--- src/pll_supervisor_cfg.svh ---
// Purpose: Offsets, reset values, window widths and timing counts of the synthesizer supervisor.
// Assumes: 32-bit AXI4-Lite register words at byte addresses.
// Notes: Definitions only.
`ifndef PLL_SUPERVISOR_CFG_SVH
`define PLL_SUPERVISOR_CFG_SVH
`define OFS_CTRL 12'h000
`define OFS_TIMEOUT 12'h004
`define OFS_FREQ 12'h008
`define OFS_STATUS 12'h00C
`define OFS_IRQ_STAT 12'h010
`define OFS_IRQ_MASK 12'h014
`define CTRL_RESET 32'h0000_0000
`define TIMEOUT_RESET 14'h0000
`define LOCK_RUN 3'h5
`define NARROW_WIN_NS 15
`define WIDE_WIN_NS 30
`define CLK_PERIOD_NS 4
`define NARROW_WIN_CYC ((`NARROW_WIN_NS) / (`CLK_PERIOD_NS))
`define WIDE_WIN_CYC ((`WIDE_WIN_NS) / (`CLK_PERIOD_NS))
`define TOC_MANUAL 14'h0002
`define TOC_FIRST_TIMED 14'h0004
`endif

--- src/pll_supervisor_pkg.sv ---
// Purpose: Types shared by the synthesizer supervisor.
// Assumes: Nothing beyond the cfg header.
// Notes: Holds types only.
package pll_supervisor_pkg;
  typedef enum logic [1:0] {MODE_INTEGER, MODE_FRACTIONAL, MODE_RSVD2, MODE_RSVD3} op_mode_t;
  typedef struct packed {
    logic [1:0] slip_reduction;
    logic [1:0] fast_pump_gain;
    logic [1:0] hi_band_pump_gain;
    logic [1:0] hi_band_op_mode;
    logic fractional_comp_enable;
    logic power_down;
  } ctrl_t;
  typedef struct packed {
    logic [1:0] pump_gain;
    logic [1:0] slip_reduction;
    logic frac_comp_on;
    logic fast_engaged;
  } analog_t;
  typedef enum logic {LD_SEEK, LD_LOCKED} lock_state_t;
endpackage

--- src/pll_supervisor.sv ---
// Purpose: Lock detector, fractional compensation gate and fast-acquire timeout for a synthesizer.
// Assumes: pd_tick is a one-cycle pulse per phase detector cycle; phase_err_ns is its phase error.
// Notes: AXI4-Lite slave for configuration; one level interrupt on lock gain and loss.
`timescale 1ns/1ns
`include "pll_supervisor_cfg.svh"

// Summary of operation
// Host keeps compensation off in integer mode.
// Host enables compensation in fractional mode.
// Compensation circuitry follows its enable bit.
// Lock after five cycles inside narrow window.
// When locked, drop lock beyond wide window.
// Power down forces lock low.
// Timeout bounds fast acquisition duration.
// Disengage restores steady pump and frequency.
// Host never sets fast gain below steady.
// Host keeps gain and frequency product above one.
// Mode field zero integer, one fractional.
// Steady gain field used when fast acquisition off.
// Run counter clears on miss or power down.
// Timeout loads on frequency write, counts, disengages.
module pll_supervisor #(
  parameter int TOC_W = 14
) (
  input wire logic aclk,
  input wire logic aresetn,
  input wire logic pd_tick,
  input wire logic [7:0] phase_err_ns,
  input wire logic [11:0] s_axi_awaddr,
  input wire logic s_axi_awvalid,
  output logic s_axi_awready,
  input wire logic [31:0] s_axi_wdata,
  input wire logic [3:0] s_axi_wstrb,
  input wire logic s_axi_wvalid,
  output logic s_axi_wready,
  output logic [1:0] s_axi_bresp,
  output logic s_axi_bvalid,
  input wire logic s_axi_bready,
  input wire logic [11:0] s_axi_araddr,
  input wire logic s_axi_arvalid,
  output logic s_axi_arready,
  output logic [31:0] s_axi_rdata,
  output logic [1:0] s_axi_rresp,
  output logic s_axi_rvalid,
  input wire logic s_axi_rready,
  output logic lock_detect,
  output pll_supervisor_pkg::analog_t analog_ctrl,
  output logic irq
);
  pll_supervisor_pkg::ctrl_t ctrl_ff, nxt_ctrl;
  logic [TOC_W-1:0] toc_ff, nxt_toc;
  logic [TOC_W-1:0] tcnt_ff, nxt_tcnt;
  logic fast_ff, nxt_fast;
  logic [1:0] ist_ff, nxt_ist;
  logic [1:0] imask_ff, nxt_imask;
  logic aw_ff, nxt_aw, w_ff, nxt_w;
  logic [11:0] awa_ff, nxt_awa;
  logic [31:0] wd_ff, nxt_wd;
  logic bv_ff, nxt_bv, rv_ff, nxt_rv;
  logic [1:0] br_ff, nxt_br, rr_ff, nxt_rr;
  logic [31:0] rd_ff, nxt_rd;
  pll_supervisor_pkg::lock_state_t ld_ff, nxt_ld;
  logic [2:0] run_ff, nxt_run;
  pll_supervisor_pkg::analog_t an_ff, nxt_an;
  logic irq_ff, nxt_irq;
  logic wr_go, freq_wr, in_narrow, in_wide, lock_rise, lock_fall;

  // Write handshake: address and data are taken in either order, response after both.
  always_comb begin
    nxt_aw = aw_ff;
    nxt_w = w_ff;
    nxt_awa = awa_ff;
    nxt_wd = wd_ff;
    nxt_bv = bv_ff;
    nxt_br = br_ff;
    if (s_axi_awvalid && !aw_ff && !bv_ff) begin
      nxt_aw = 1'b1;
      nxt_awa = s_axi_awaddr;
    end
    if (s_axi_wvalid && !w_ff && !bv_ff) begin
      nxt_w = 1'b1;
      nxt_wd = s_axi_wdata;
    end
    wr_go = aw_ff && w_ff && !bv_ff;
    if (wr_go) begin
      nxt_aw = 1'b0;
      nxt_w = 1'b0;
      nxt_bv = 1'b1;
      nxt_br = 2'h0;
      if (awa_ff != `OFS_CTRL && awa_ff != `OFS_TIMEOUT && awa_ff != `OFS_FREQ &&
          awa_ff != `OFS_STATUS && awa_ff != `OFS_IRQ_STAT && awa_ff != `OFS_IRQ_MASK) begin
        nxt_br = 2'h2;
      end
    end else if (bv_ff && s_axi_bready) begin
      nxt_bv = 1'b0;
    end
  end

  // Register writes, fast-acquire timeout and interrupt status.
  always_comb begin
    nxt_ctrl = ctrl_ff;
    nxt_toc = toc_ff;
    nxt_imask = imask_ff;
    nxt_ist = ist_ff;
    freq_wr = 1'b0;
    if (wr_go) begin
      if (awa_ff == `OFS_CTRL) begin
        nxt_ctrl = pll_supervisor_pkg::ctrl_t'(wd_ff[9:0]);
      end else if (awa_ff == `OFS_TIMEOUT) begin
        nxt_toc = wd_ff[TOC_W-1:0];
      end else if (awa_ff == `OFS_FREQ) begin
        freq_wr = 1'b1;
      end else if (awa_ff == `OFS_IRQ_STAT) begin
        nxt_ist = ist_ff & ~wd_ff[1:0];
      end else if (awa_ff == `OFS_IRQ_MASK) begin
        nxt_imask = wd_ff[1:0];
      end
    end
    nxt_ist = nxt_ist | {lock_fall, lock_rise}; // Set wins over clear.
    nxt_tcnt = tcnt_ff;
    nxt_fast = fast_ff;
    if (freq_wr && toc_ff >= TOC_W'(`TOC_FIRST_TIMED)) begin
      nxt_tcnt = toc_ff;
      nxt_fast = 1'b1;
    end else if (fast_ff && pd_tick) begin
      if (tcnt_ff <= TOC_W'(1)) begin
        nxt_tcnt = '0;
        nxt_fast = 1'b0; // see
      end else begin
        nxt_tcnt = tcnt_ff - TOC_W'(1);
      end
    end
    if (ctrl_ff.power_down || toc_ff < TOC_W'(`TOC_FIRST_TIMED)) begin
      nxt_fast = 1'b0;
    end
  end

  // Lock filter: narrow window to acquire, wide window to hold.
  assign in_narrow = phase_err_ns < 8'(`NARROW_WIN_NS);
  assign in_wide = phase_err_ns <= 8'(`WIDE_WIN_NS);
  always_comb begin
    nxt_ld = ld_ff;
    nxt_run = run_ff;
    if (ctrl_ff.power_down) begin
      nxt_ld = pll_supervisor_pkg::LD_SEEK;
      nxt_run = 3'h0;
    end else if (pd_tick) begin
      case (ld_ff)
        pll_supervisor_pkg::LD_SEEK: begin
          if (!in_narrow) begin
            nxt_run = 3'h0;
          end else if (run_ff + 3'h1 >= `LOCK_RUN) begin
            nxt_run = 3'h0;
            nxt_ld = pll_supervisor_pkg::LD_LOCKED;
          end else begin
            nxt_run = run_ff + 3'h1;
          end
        end
        default: begin
          if (!in_wide) begin
            nxt_ld = pll_supervisor_pkg::LD_SEEK;
          end
        end
      endcase
    end
    lock_rise = (nxt_ld == pll_supervisor_pkg::LD_LOCKED) && (ld_ff == pll_supervisor_pkg::LD_SEEK);
    lock_fall = (nxt_ld == pll_supervisor_pkg::LD_SEEK) && (ld_ff == pll_supervisor_pkg::LD_LOCKED);
  end

  // Analog control outputs, interrupt and read data.
  always_comb begin
    nxt_an.frac_comp_on = ctrl_ff.fractional_comp_enable;
    nxt_an.fast_engaged = fast_ff || toc_ff == `TOC_MANUAL;
    nxt_an.pump_gain = ctrl_ff.hi_band_pump_gain; // see
    nxt_an.slip_reduction = 2'h0;
    if (toc_ff == `TOC_MANUAL) begin
      nxt_an.pump_gain = 2'h3;
    end else if (fast_ff) begin
      nxt_an.pump_gain = ctrl_ff.fast_pump_gain;
      if (ctrl_ff.hi_band_op_mode == pll_supervisor_pkg::MODE_FRACTIONAL) begin
        nxt_an.slip_reduction = ctrl_ff.slip_reduction;
      end
    end
    nxt_irq = |(ist_ff & imask_ff);
    nxt_rv = rv_ff;
    nxt_rd = rd_ff;
    nxt_rr = rr_ff;
    if (s_axi_arvalid && !rv_ff) begin
      nxt_rv = 1'b1;
      nxt_rr = 2'h0;
      if (s_axi_araddr == `OFS_CTRL) begin
        nxt_rd = {22'h0, ctrl_ff};
      end else if (s_axi_araddr == `OFS_TIMEOUT) begin
        nxt_rd = 32'(toc_ff);
      end else if (s_axi_araddr == `OFS_FREQ) begin
        nxt_rd = 32'h0;
      end else if (s_axi_araddr == `OFS_STATUS) begin
        nxt_rd = {2'h0, 2'(tcnt_ff >> (TOC_W - 2)), 12'(tcnt_ff), 14'h0, fast_ff, lock_detect};
      end else if (s_axi_araddr == `OFS_IRQ_STAT) begin
        nxt_rd = {30'h0, ist_ff};
      end else if (s_axi_araddr == `OFS_IRQ_MASK) begin
        nxt_rd = {30'h0, imask_ff};
      end else begin
        nxt_rd = 32'h0;
        nxt_rr = 2'h2;
      end
    end else if (rv_ff && s_axi_rready) begin
      nxt_rv = 1'b0;
    end
  end

  // Register stage for all state.
  always_ff @(posedge aclk) begin
    if (!aresetn) begin
      ctrl_ff <= pll_supervisor_pkg::ctrl_t'(`CTRL_RESET);
      toc_ff <= '0;
      tcnt_ff <= '0;
      fast_ff <= 1'b0;
      ist_ff <= 2'h0;
      imask_ff <= 2'h0;
      aw_ff <= 1'b0;
      w_ff <= 1'b0;
      awa_ff <= 12'h000;
      wd_ff <= 32'h0000_0000;
      bv_ff <= 1'b0;
      br_ff <= 2'h0;
      rv_ff <= 1'b0;
      rr_ff <= 2'h0;
      rd_ff <= 32'h0000_0000;
      ld_ff <= pll_supervisor_pkg::LD_SEEK;
      run_ff <= 3'h0;
      an_ff <= '0;
      irq_ff <= 1'b0;
    end else begin
      ctrl_ff <= nxt_ctrl;
      toc_ff <= nxt_toc;
      tcnt_ff <= nxt_tcnt;
      fast_ff <= nxt_fast;
      ist_ff <= nxt_ist;
      imask_ff <= nxt_imask;
      aw_ff <= nxt_aw;
      w_ff <= nxt_w;
      awa_ff <= nxt_awa;
      wd_ff <= nxt_wd;
      bv_ff <= nxt_bv;
      br_ff <= nxt_br;
      rv_ff <= nxt_rv;
      rr_ff <= nxt_rr;
      rd_ff <= nxt_rd;
      ld_ff <= nxt_ld;
      run_ff <= nxt_run;
      an_ff <= nxt_an;
      irq_ff <= nxt_irq;
    end
  end

  assign s_axi_awready = !aw_ff && !bv_ff;
  assign s_axi_wready = !w_ff && !bv_ff;
  assign s_axi_bvalid = bv_ff;
  assign s_axi_bresp = br_ff;
  assign s_axi_arready = !rv_ff;
  assign s_axi_rvalid = rv_ff;
  assign s_axi_rdata = rd_ff;
  assign s_axi_rresp = rr_ff;
  assign lock_detect = ld_ff == pll_supervisor_pkg::LD_LOCKED;
  assign analog_ctrl = an_ff;
  assign irq = irq_ff;
endmodule

--- config.mk ---
export PLATFORM = sky130hd
export DESIGN_NAME = pll_supervisor
export DESIGN_NICKNAME = d
export VERILOG_FILES = /design/src/pll_supervisor_pkg.sv /design/src/pll_supervisor.sv
export VERILOG_INCLUDE_DIRS = /design/src
export SDC_FILE = /design/constraint.sdc
export NUM_CORES = 1
export LEC_CHECK = 0
export BUFFER_PORTS_ARGS = -buffer_cell sky130_fd_sc_hd__buf_2
export CAP_MARGIN = 20
export CORE_UTILIZATION = 52
export CTS_CLUSTER_DIAMETER = 200
export DETAILED_ROUTE_END_ITERATION = 8
export GPL_ROUTABILITY_DRIVEN = 0
export HOLD_SLACK_MARGIN = 0.05
export PLACE_DENSITY_LB_ADDON = 0.05
export SLEW_MARGIN = 20
export SYNTH_ARGS = -nofsm -noshare
export SYNTH_HDL_FRONTEND = slang
export SYNTH_SLANG_ARGS = --single-unit
--- constraint.sdc ---
create_clock -name aclk -period 2.5 [get_ports aclk]
set_input_delay 0.25 -clock aclk [delete_from_list [all_inputs] [get_ports aclk]]
set_output_delay 0.25 -clock aclk [all_outputs]
set_load 0.02 [all_outputs]
# --- After elaboration in Yosys (flattened, before gate mapping) ---
# Cells that the tools add are included.
word_totals:
  register_bits: 120
  elab_cells: 150
  out_inout_bits: 49
  inputBits: 76
classes:
  n_mux: 43
  eq_ne: 16
  order_cmp: 6
  bitwise: 13
  n_reduce_logical: 43
  add_sub_neg: 2
ops:
  columns: ["operator", "count"]
  rows:
  - ["2-to-1 mux 30 bit", 4]
  - ["equality test 12 x 5 -> 1 bit (second input constant)", 4]
  - ["2-to-1 mux 14 bit", 3]
  - ["equality test 12 x 4 -> 1 bit (second input constant)", 3]
  - ["2-to-1 mux 2 bit", 16]
  - ["equality test 12 x 3 -> 1 bit (second input constant)", 2]
  - ["logical NOT 12 bit", 2]
  - ["inequality test 12 x 4 -> 1 bit (second input constant)", 2]
  - ["inequality test 12 x 5 -> 1 bit (second input constant)", 2]
  - ["logical AND 1 bit", 20]
  - ["2-to-1 mux 1 bit", 17]
  - ["equality test 14 x 2 -> 1 bit (second input constant)", 1]
  - [">= comparator 14 x 3 -> 1 bit (second input constant)", 1]
  - ["<= comparator 14 x 1 -> 1 bit (second input constant)", 1]
  - ["< comparator 14 x 3 -> 1 bit (second input constant)", 1]
  - ["subtractor 14 x 1 -> 14 bit (second input constant)", 1]
  - ["inequality test 12 x 3 -> 1 bit (second input constant)", 1]
  - ["nonzero test 12 bit", 1]
  - ["inverter 1 bit", 9]
  - ["<= comparator 8 x 5 -> 1 bit (second input constant)", 1]
  - ["< comparator 8 x 4 -> 1 bit (second input constant)", 1]
  - ["nonzero test 2 bit", 4]
  - ["OR reduction 2 bit", 4]
  - ["2-to-1 mux 3 bit", 2]
  - ["13 further kinds", 20]

# --- Logic depth before layout (Yosys ltp) ---
# Gate-level depths: netlist of run 1.
logic_depth:
  ltp_word: 10
  mapped_depth: 8
  mapped_depth_nobuf: 7

# --- Worst setup path after synthesis of run 1 ---
# Ideal clock, no wire load.
synth_path:
  path_type: "register -> register"
  startpoint: "reg tcnt_ff[0]"
  endpoint: "reg tcnt_ff[7]"
  arrival_time_ps: 1977
  setup_time_ps: 74
  period_less_slack_ps: 2051
  required_time_ps: 2426
  path_stages_with_launch: 8
  slack_ps: 449
  path_buffers: 0
  cell_sequence: "dfxtp_1 > inv_1 > ha_1 > o21ba_2 > and4_1 > a21o_1 > or4_2 > a31oi_1"
synth_between:
  elab_chain_cells: 4
  word_cells_on_any_way: 5
  cone_classes: "1 x add/sub; 1 x order compare; 3 x mux"
synth_rtl:
  columns: ["element", "line_no", "rtl"]
  rows:
  - ["from (decl)", "pll_supervisor.sv:52", "logic [TOC_W-1:0] tcnt_ff, nxt_tcnt;"]
  - ["from (signal assigned)", "pll_supervisor.sv:237", "tcnt_ff <= nxt_tcnt;"]
  - ["subtractor 14 x 1 -> 14 bit or <= comparator 14 x 1 -> 1 bit (tied branches)", "pll_supervisor.sv:130, pll_supervisor.sv:126", null]
  - ["2-to-1 mux 14 bit (*)", "pll_supervisor.sv:126", "if (tcnt_ff <= TOC_W'(1)) begin"]
  - ["2-to-1 mux 14 bit (*)", "pll_supervisor.sv:125", "end else if (fast_ff && pd_tick) begin"]
  - ["2-to-1 mux 14 bit (*)", "pll_supervisor.sv:122", "if (freq_wr && toc_ff >= TOC_W'(`TOC_FIRST_TIMED)) begin"]
# Every way passes the cells marked *; elsewhere a longest branch is shown, timed or not. The select of a mux whose other input is x is not followed.
# A chain may end at the register's enable or synchronous reset.

# --- Final worst setup path of run 1 ---
# Ends and elaborated chain as after synthesis.

==> results of run 1 <==
-- worst max-delay path, stage by stage (launching register included) --
cell     delay (ns)
dfxtp_1        0.43
inv_1          0.11
ha_1           0.24
o21ba_2        0.21
and4_1         0.26
a21o_1         0.25
or4_2          0.54
a31oi_1        0.18
-- state kept, by name (all words and copies together) (netlist names), 2 cells and up --
| register | flops |
|---|---|
| ctrl_ff | 10 |
| analog_ctrl | 6 |
| wd_ff | 14 |
| imask_ff | 2 |
| toc_ff | 14 |
| tcnt_ff | 14 |
| s_axi_rdata | 28 |
| awa_ff | 12 |
| ist_ff | 2 |
| run_ff | 3 |
-- through the flow --
| stage | hold WS (ns) | util, % | std cells | total power [W] | setup slack (ns) |
|---|---|---|---|---|---|
| 2_1_floorplan | 0.349 | - | 600 | 0.00210 | 0.449 |
| 3_3_place_gp | 0.435 | 59.6 | 795 | 0.00219 | 0.294 |
| 3_5_place_dp | 0.442 | 59.6 | 795 | 0.00220 | 0.254 |
| 4_1_cts | 0.0669 | 69.4 | 855 | 0.00473 | 0.225 |
| 5_1_grt | 0.0923 | 69.4 | 855 | 0.00486 | 0.125 |
| 6_report | 0.0973 | 69.4 | 855 | 0.00471 | 0.204 |
-- layout by cell type, fill, tap and decap left out, types with 6 or more instances in the layout --
master	Yosys	routed
a31oi_1	6	6
conb_1	1	6
a21oi_1	59	59
mux2i_1	19	19
o21ai_0	30	30
buf_2	5	96
a211oi_1	6	6
nand2_1	98	98
clkbuf_16	0	16
a22oi_1	9	9
nand4_1	6	6
dlygate4sd3_1	0	29
buf_4	7	18
nor3_1	15	15
dfxtp_1	114	114
nand3_1	32	32
nor4_1	15	14
nor2_1	51	51
inv_1	10	10
mux2_2	7	7
-- worst max path at each step --
stage / from / end / slack (ns)
after CTS: tcnt_ff[0] / tcnt_ff[7] / 0.23
after detailed placement: tcnt_ff[0] / tcnt_ff[7] / 0.25
final: tcnt_ff[0] / tcnt_ff[7] / 0.20
after global placement: tcnt_ff[0] / tcnt_ff[7] / 0.29
after floorplan: tcnt_ff[0] / tcnt_ff[7] / 0.45
after global routing: tcnt_ff[0] / tcnt_ff[7] / 0.12
-- kinds of logic (layout without fill, tap and decap cells) --
family                     Yosys count  in the layout  share of synthesized area (%)
and+or+nand+nor                    252            252                           24.2
AOI/OAI and AO/OA                  138            138                           17.1
xor gates and xnor gates             1              1                          0.177
adders and majority gates            4              4                           1.01
other                                1              6                         0.0758
buffers and inverters               59            185                           5.84
DFF                                114            114                           46.1
muxes                               26             26                           5.44
-- layout make-up --
type	count	area, µm²	share of cell area [%]
Clock buffer	17	414	6.46
Tap cell	129	161	2.52
Timing Repair Buffer	143	906	14.1
Clock inverter	14	203	3.16
Multi-Input combinational cell	427	2400	37.5
Sequential cell	114	2280	35.6
Inverter	11	41.3	0.644
-- report_power, final --
part / internal (W) / switching [W]
registers: 0.00186 / 0.0000342
clock network: 0.00163 / 0.000886
logic: 0.000124 / 0.000182
-- Yosys cell counts, types with 2 or more instances --
master,instances,area share [%]
a21oi_1,59,6.0
dfxtp_1,114,46
o2111ai_1,4,0.71
buf_6,2,0.46
or4_4,2,0.46
and4_1,2,0.35
nor3b_1,3,0.46
a31oi_1,6,0.76
nand4_1,6,0.76
clkbuf_1,29,2.2
nor2b_1,4,0.51
buf_1,3,0.23
nor3_1,15,1.5
a2111oi_0,2,0.35
buf_4,7,1.1
a32oi_1,5,0.88
ha_1,4,1.0
and2_1,3,0.38
o211ai_1,4,0.61
nor2_1,51,3.9
and3_1,5,0.63
clkbuf_8,2,0.56
a211oi_1,6,0.91
or3_1,4,0.51
buf_2,5,0.51
inv_1,10,0.76
nand2b_1,3,0.38
nor4_1,15,1.9
or4_1,2,0.30
o21ai_0,30,3.0
a22oi_1,9,1.4
nand2_1,98,7.4
a211oi_2,2,0.51
mux2_2,7,1.6
nand3b_1,2,0.30
nand3_1,32,3.2
mux2i_1,19,3.8
-- layer usage --
metal / share of wire [%] / GRT usage, % / vias up
li1: - / - / 2353
met1: 43 / 33.6 / 2219
met2: 51 / 47.8 / 138
met3: 4.2 / 5.83 / 22
met4: 1.7 / 10.6 / 0
met5: 0 / 0 / -
-- timing repair --
item / CTS / global route
hold buffers: 29 / 0
endpoints found under the setup margin: 0 / 0
hold endpoints to repair: 28 / 0
==> results.json, run 1 <==
{
  "maxCapViolCount": 0,
  "cts_tree": "done",
  "synth_warnings": 0,
  "reg2reg_from": "tcnt_ff[0]",
  "die_area_um2": 9910,
  "grt-ovfl-total": 0,
  "finalHoldViolations": 0,
  "hp-class": "in2reg",
  "r2r_end": "tcnt_ff[7]",
  "synth-seq-cells": 114,
  "drtIter0Drc": 208,
  "vias": 4732,
  "cts_buffers": 17,
  "drive_above_1_share_pct": 22.5,
  "antenna_found_initial": 0,
  "chipWidth_um": 99.6,
  "grt_setup_unrepaired": "no",
  "p_per_area_nw_per_um2": 735,
  "whs_path_depth": 3,
  "rows": 35,
  "wl_per_cell_um": 15.3,
  "final_nets": 794,
  "critPathKind": "reg2reg",
  "drtAntennaViolNets": 0,
  "track_usage_pct": 27.6,
  "cts_setup_buffers": 0,
  "placed_area_um2": 5500,
  "final_cell_area_um2": 6410,
  "path_clk_slew_ns": 0.06,
  "hp-start": "aresetn",
  "synth_edf_count": 0,
  "path_max_fanout": 7,
  "ys_async_sr_fraction_pct": 0,
  "drtPass1Iterations": 5,
  "critPathCaptureType": "flip-flop",
  "slew_viol_final": 0,
  "netlist-cell-type-count": 56,
  "antenna_cells": 0,
  "start_util_pct": 53.6,
  "min_to": "s_axi_rdata[26]",
  "synth-main-ff-cell": "dfxtp_1",
  "cts.path.max_buffers": 2,
  "worstPathRequired_ns": 2.94,
  "dp_hpwl_um": 8850,
  "htreeDepth": 4,
  "grt_pass1_wl_um": 21400,
  "fillers": 766,
  "setup_violations": 0,
  "r2r_slack_ns": 0.20,
  "grt_pass1_vias": 4488,
  "final.period_utilization_pct": 91.8,
  "synthCells": 595,
  "reg2regPathDepth": 7,
  "avgSynthCellArea_um2": 8.32,
  "power_leakage_nw": 2.60,
  "status": "completed",
  "fmax_mhz": 436,
  "clock_sinks": 114,
  "via_per_inst": 5.53,
  "core-area_um2": 9240,
  "io_buffers": 96,
  "wirelength_um": 13100,
  "cts_resized": 0,
  "clock_latency_ns": 0.52,
  "areaGrowthSynthToFinish_pct": 29.5,
  "min_period_ns": 2.30,
  "die_y_um": 99.6,
  "drc": 0,
  "grt_max_degree": 43,
  "ys_seq_area_share_pct": 46.1,
  "timing.setup.tns_ns": 0,
  "crit_path_start_kind": "flip-flop",
  "fin_worst_skew_ns": 0.0106,
  "crit_arrival_ns": 2.74,
  "ios": 125,
  "cts_root_buf": "clkbuf_8",
  "synth_area_um2": 4950,
  "ir_worst_vdd_uv": 487
}
Note: power is estimated with default switching activity, not from simulation.
==> run 2: changes to the inputs <==
--- a/config.mk
+++ b/config.mk
@@ -6,6 +6,7 @@
 export SDC_FILE = /design/constraint.sdc
 export NUM_CORES = 1
 export LEC_CHECK = 0
+export ABC_AREA = 1
 export BUFFER_PORTS_ARGS = -buffer_cell sky130_fd_sc_hd__buf_2
 export CAP_MARGIN = 20
 export CORE_UTILIZATION = 52
==> results.json, run 2 <==
{
  "chipWidth_um": 105,
  "io_buffers": 96,
  "finalHoldViolations": 0,
  "ir_worst_vdd_uv": 586,
  "grt_pass1_vias": 4883,
  "final_cell_area_um2": 6900,
  "cts_resized": 0,
  "slew_viol_final": 0,
  "worstPathRequired_ns": 2.89,
  "wirelength_um": 13600,
  "drc": 0,
  "synthTopCellsByArea": "dfxtp_1 (42%), nand2_1 (10%), nor2_1 (9.3%), o21ai_0 (5.3%), nand3_1 (4.7%)",
  "cts.path.max_buffers": 2,
  "crit_arrival_ns": 2.26,
  "most-common-layout-cells": "nand2_1 (147), nor2_1 (136), dfxtp_1 (114)",
  "grt_setup_unrepaired": "no",
  "drive_above_1_share_pct": 22.9,
  "synthMostInstantiatedCell": "nand2_1",
  "yosys.area.top_type": "dfxtp_1",
  "start_util_pct": 53.3,
  "timing.setup.tns_ns": 0,
  "final.period_utilization_pct": 74.7,
  "min_period_ns": 1.87,
  "fin_worst_skew_ns": 0.00685,
  "cts_root_buf": "clkbuf_8",
  "crit_path_start_kind": "flip-flop",
  "power_leakage_nw": 3.23,
  "hp-class": "in2reg",
  "placed_area_um2": 6030,
  "synth_area_um2": 5480,
  "path_clk_slew_ns": 0.05,
  "yosys-top-cells-count": "nand2_1 (147), nor2_1 (136), dfxtp_1 (114)",
  "synth_edf_count": 0,
  "final_common_cell": "nand2_1",
  "ys_async_sr_fraction_pct": 0,
  "tightest_slew_ns": 0.577,
  "cts_buffers": 17,
  "clock_sinks": 114,
  "netlist-cell-type-count": 41,
  "maxCapViolCount": 0,
  "largest_register_ffs": 28,
  "track_usage_pct": 26.3,
  "maxSlewHeadroom_pct": 61.4,
  "hold_ws_ns": 0.0692,
  "die_area_um2": 11000,
  "drtAntennaViolNets": 0,
  "reg2reg_from": "s_axi_bvalid",
  "clock_latency_ns": 0.51,
  "htreeDepth": 4,
  "status": "completed",
  "synthCells": 756,
  "cts_tree": "done",
  "wl_per_cell_um": 13.3,
  "critPathKind": "reg2reg",
  "p_per_area_nw_per_um2": 691,
  "critPathCaptureType": "flip-flop",
  "fillers": 897,
  "synth-main-ff-cell": "dfxtp_1",
  "synth.top_cell.area_share_pct": 41.6,
  "core-area_um2": 10300,
  "die_y_um": 105,
  "avgSynthCellArea_um2": 7.25,
  "ys_seq_area_share_pct": 41.6,
  "rows": 37,
  "setup_violations": 0,
  "antenna_found_initial": 0,
  "drtIter0Drc": 320,
  "dp_hpwl_um": 9410,
  "via_per_inst": 5.01,
  "grt_max_degree": 41,
  "grt_pass1_wl_um": 23100,
  "grt-ovfl-total": 0,
  "vias": 5142,
  "path_max_fanout": 21,
  "synth-seq-cells": 114,
  "fmax_mhz": 535,
  "fin_util_pct": 67.2,
  "areaGrowthSynthToFinish_pct": 25.9,
  "synth_warnings": 0,
  "hp-start": "s_axi_rready",
  "drtPass1Iterations": 5,
  "cp-startpoint": "s_axi_bvalid",
  "antenna_cells": 0,
  "final_nets": 959,
  "ios": 125
}
run 2: cell types whose count changed in the layout (fill, tap and decap cells not counted), sizes merged, moves of 9 or more:
cell and change:
nor2 +100, inv +51, buf -9, a22oi -9, o21ai +30, nand2 +65, nand3 +30, nor4 -14
mux2i -19, clkbuf +9
run 2: path summary, 6_finish.rpt:
kind,depth (start not counted),slack [ns],to
hold reg to reg,2,0.46,s_axi_rdata[18]
setup / recovery,6,0.63,tcnt_ff[10]
hold / removal,3,0.07,s_axi_rvalid
setup reg to reg,6,0.63,tcnt_ff[10]
run 2: repair_timing:
| action | in CTS | in global routing |
|---|---|---|
| hold buffers | 27 | 0 |
| endpoints found under the hold margin | 27 | 0 |
| buffers inserted | 0 | 0 |
run 2: final cells by class:
class / count / area, µm² / share of cell area (%)
clock buffer: 26 / 508 / 7.36
inverter: 69 / 260 / 3.77
multi-input combinational: 545 / 2760 / 39.9
sequential: 114 / 2280 / 33.1
tap: 136 / 170 / 2.47
timing repair buffer: 132 / 831 / 12.0
clock inverter: 4 / 95.1 / 1.38
run 2: stage by stage:
step / total power (W) / worst slack [ns] / std cells
detailed placement: 0.00232 / 0.628 / 969
CTS: 0.00479 / 0.644 / 1026
finish: 0.00477 / 0.632 / 1026
floorplan: 0.00221 / 0.985 / 761
global route: 0.00493 / 0.445 / 1026
global placement: 0.00231 / 0.678 / 969
run 2: cells by family after synthesis:
family / count (synthesis) / synth area share (%)
compound gates: 125 / 12.6
flops: 114 / 41.6
buf+inv: 102 / 8.42
simple gates: 400 / 34.7
other cells: 1 / 0.0684
xor+xnor: 10 / 1.60
fa+ha+maj: 4 / 0.913
run 2: layer usage:
| metal | routed length, µm | GRT usage [%] | up-vias |
|---|---|---|---|
| met4 | 194 | 10.1 | 0 |
| met1 | 6610 | 35.8 | 2278 |
| met2 | 5990 | 40.9 | 169 |
| li1 | - | - | 2678 |
| met5 | 0 | 0 | - |
| met3 | 840 | 5.61 | 17 |
run 2: worst max-delay path, cell delays in order (launching register included):
cell     delay (ns)
dfxtp_1        0.36
nor3_4         0.54
nand3_4        0.33
nand3_1        0.30
nor2_1         0.06
nor2_1         0.09
nor2_1         0.05
run 2: report_power, final:
group	leakage [nW]	internal, W	switching, W
registers	0.927	0.00188	0.0000465
clock network	0.297	0.00166	0.000783
logic	2.00	0.000149	0.000247
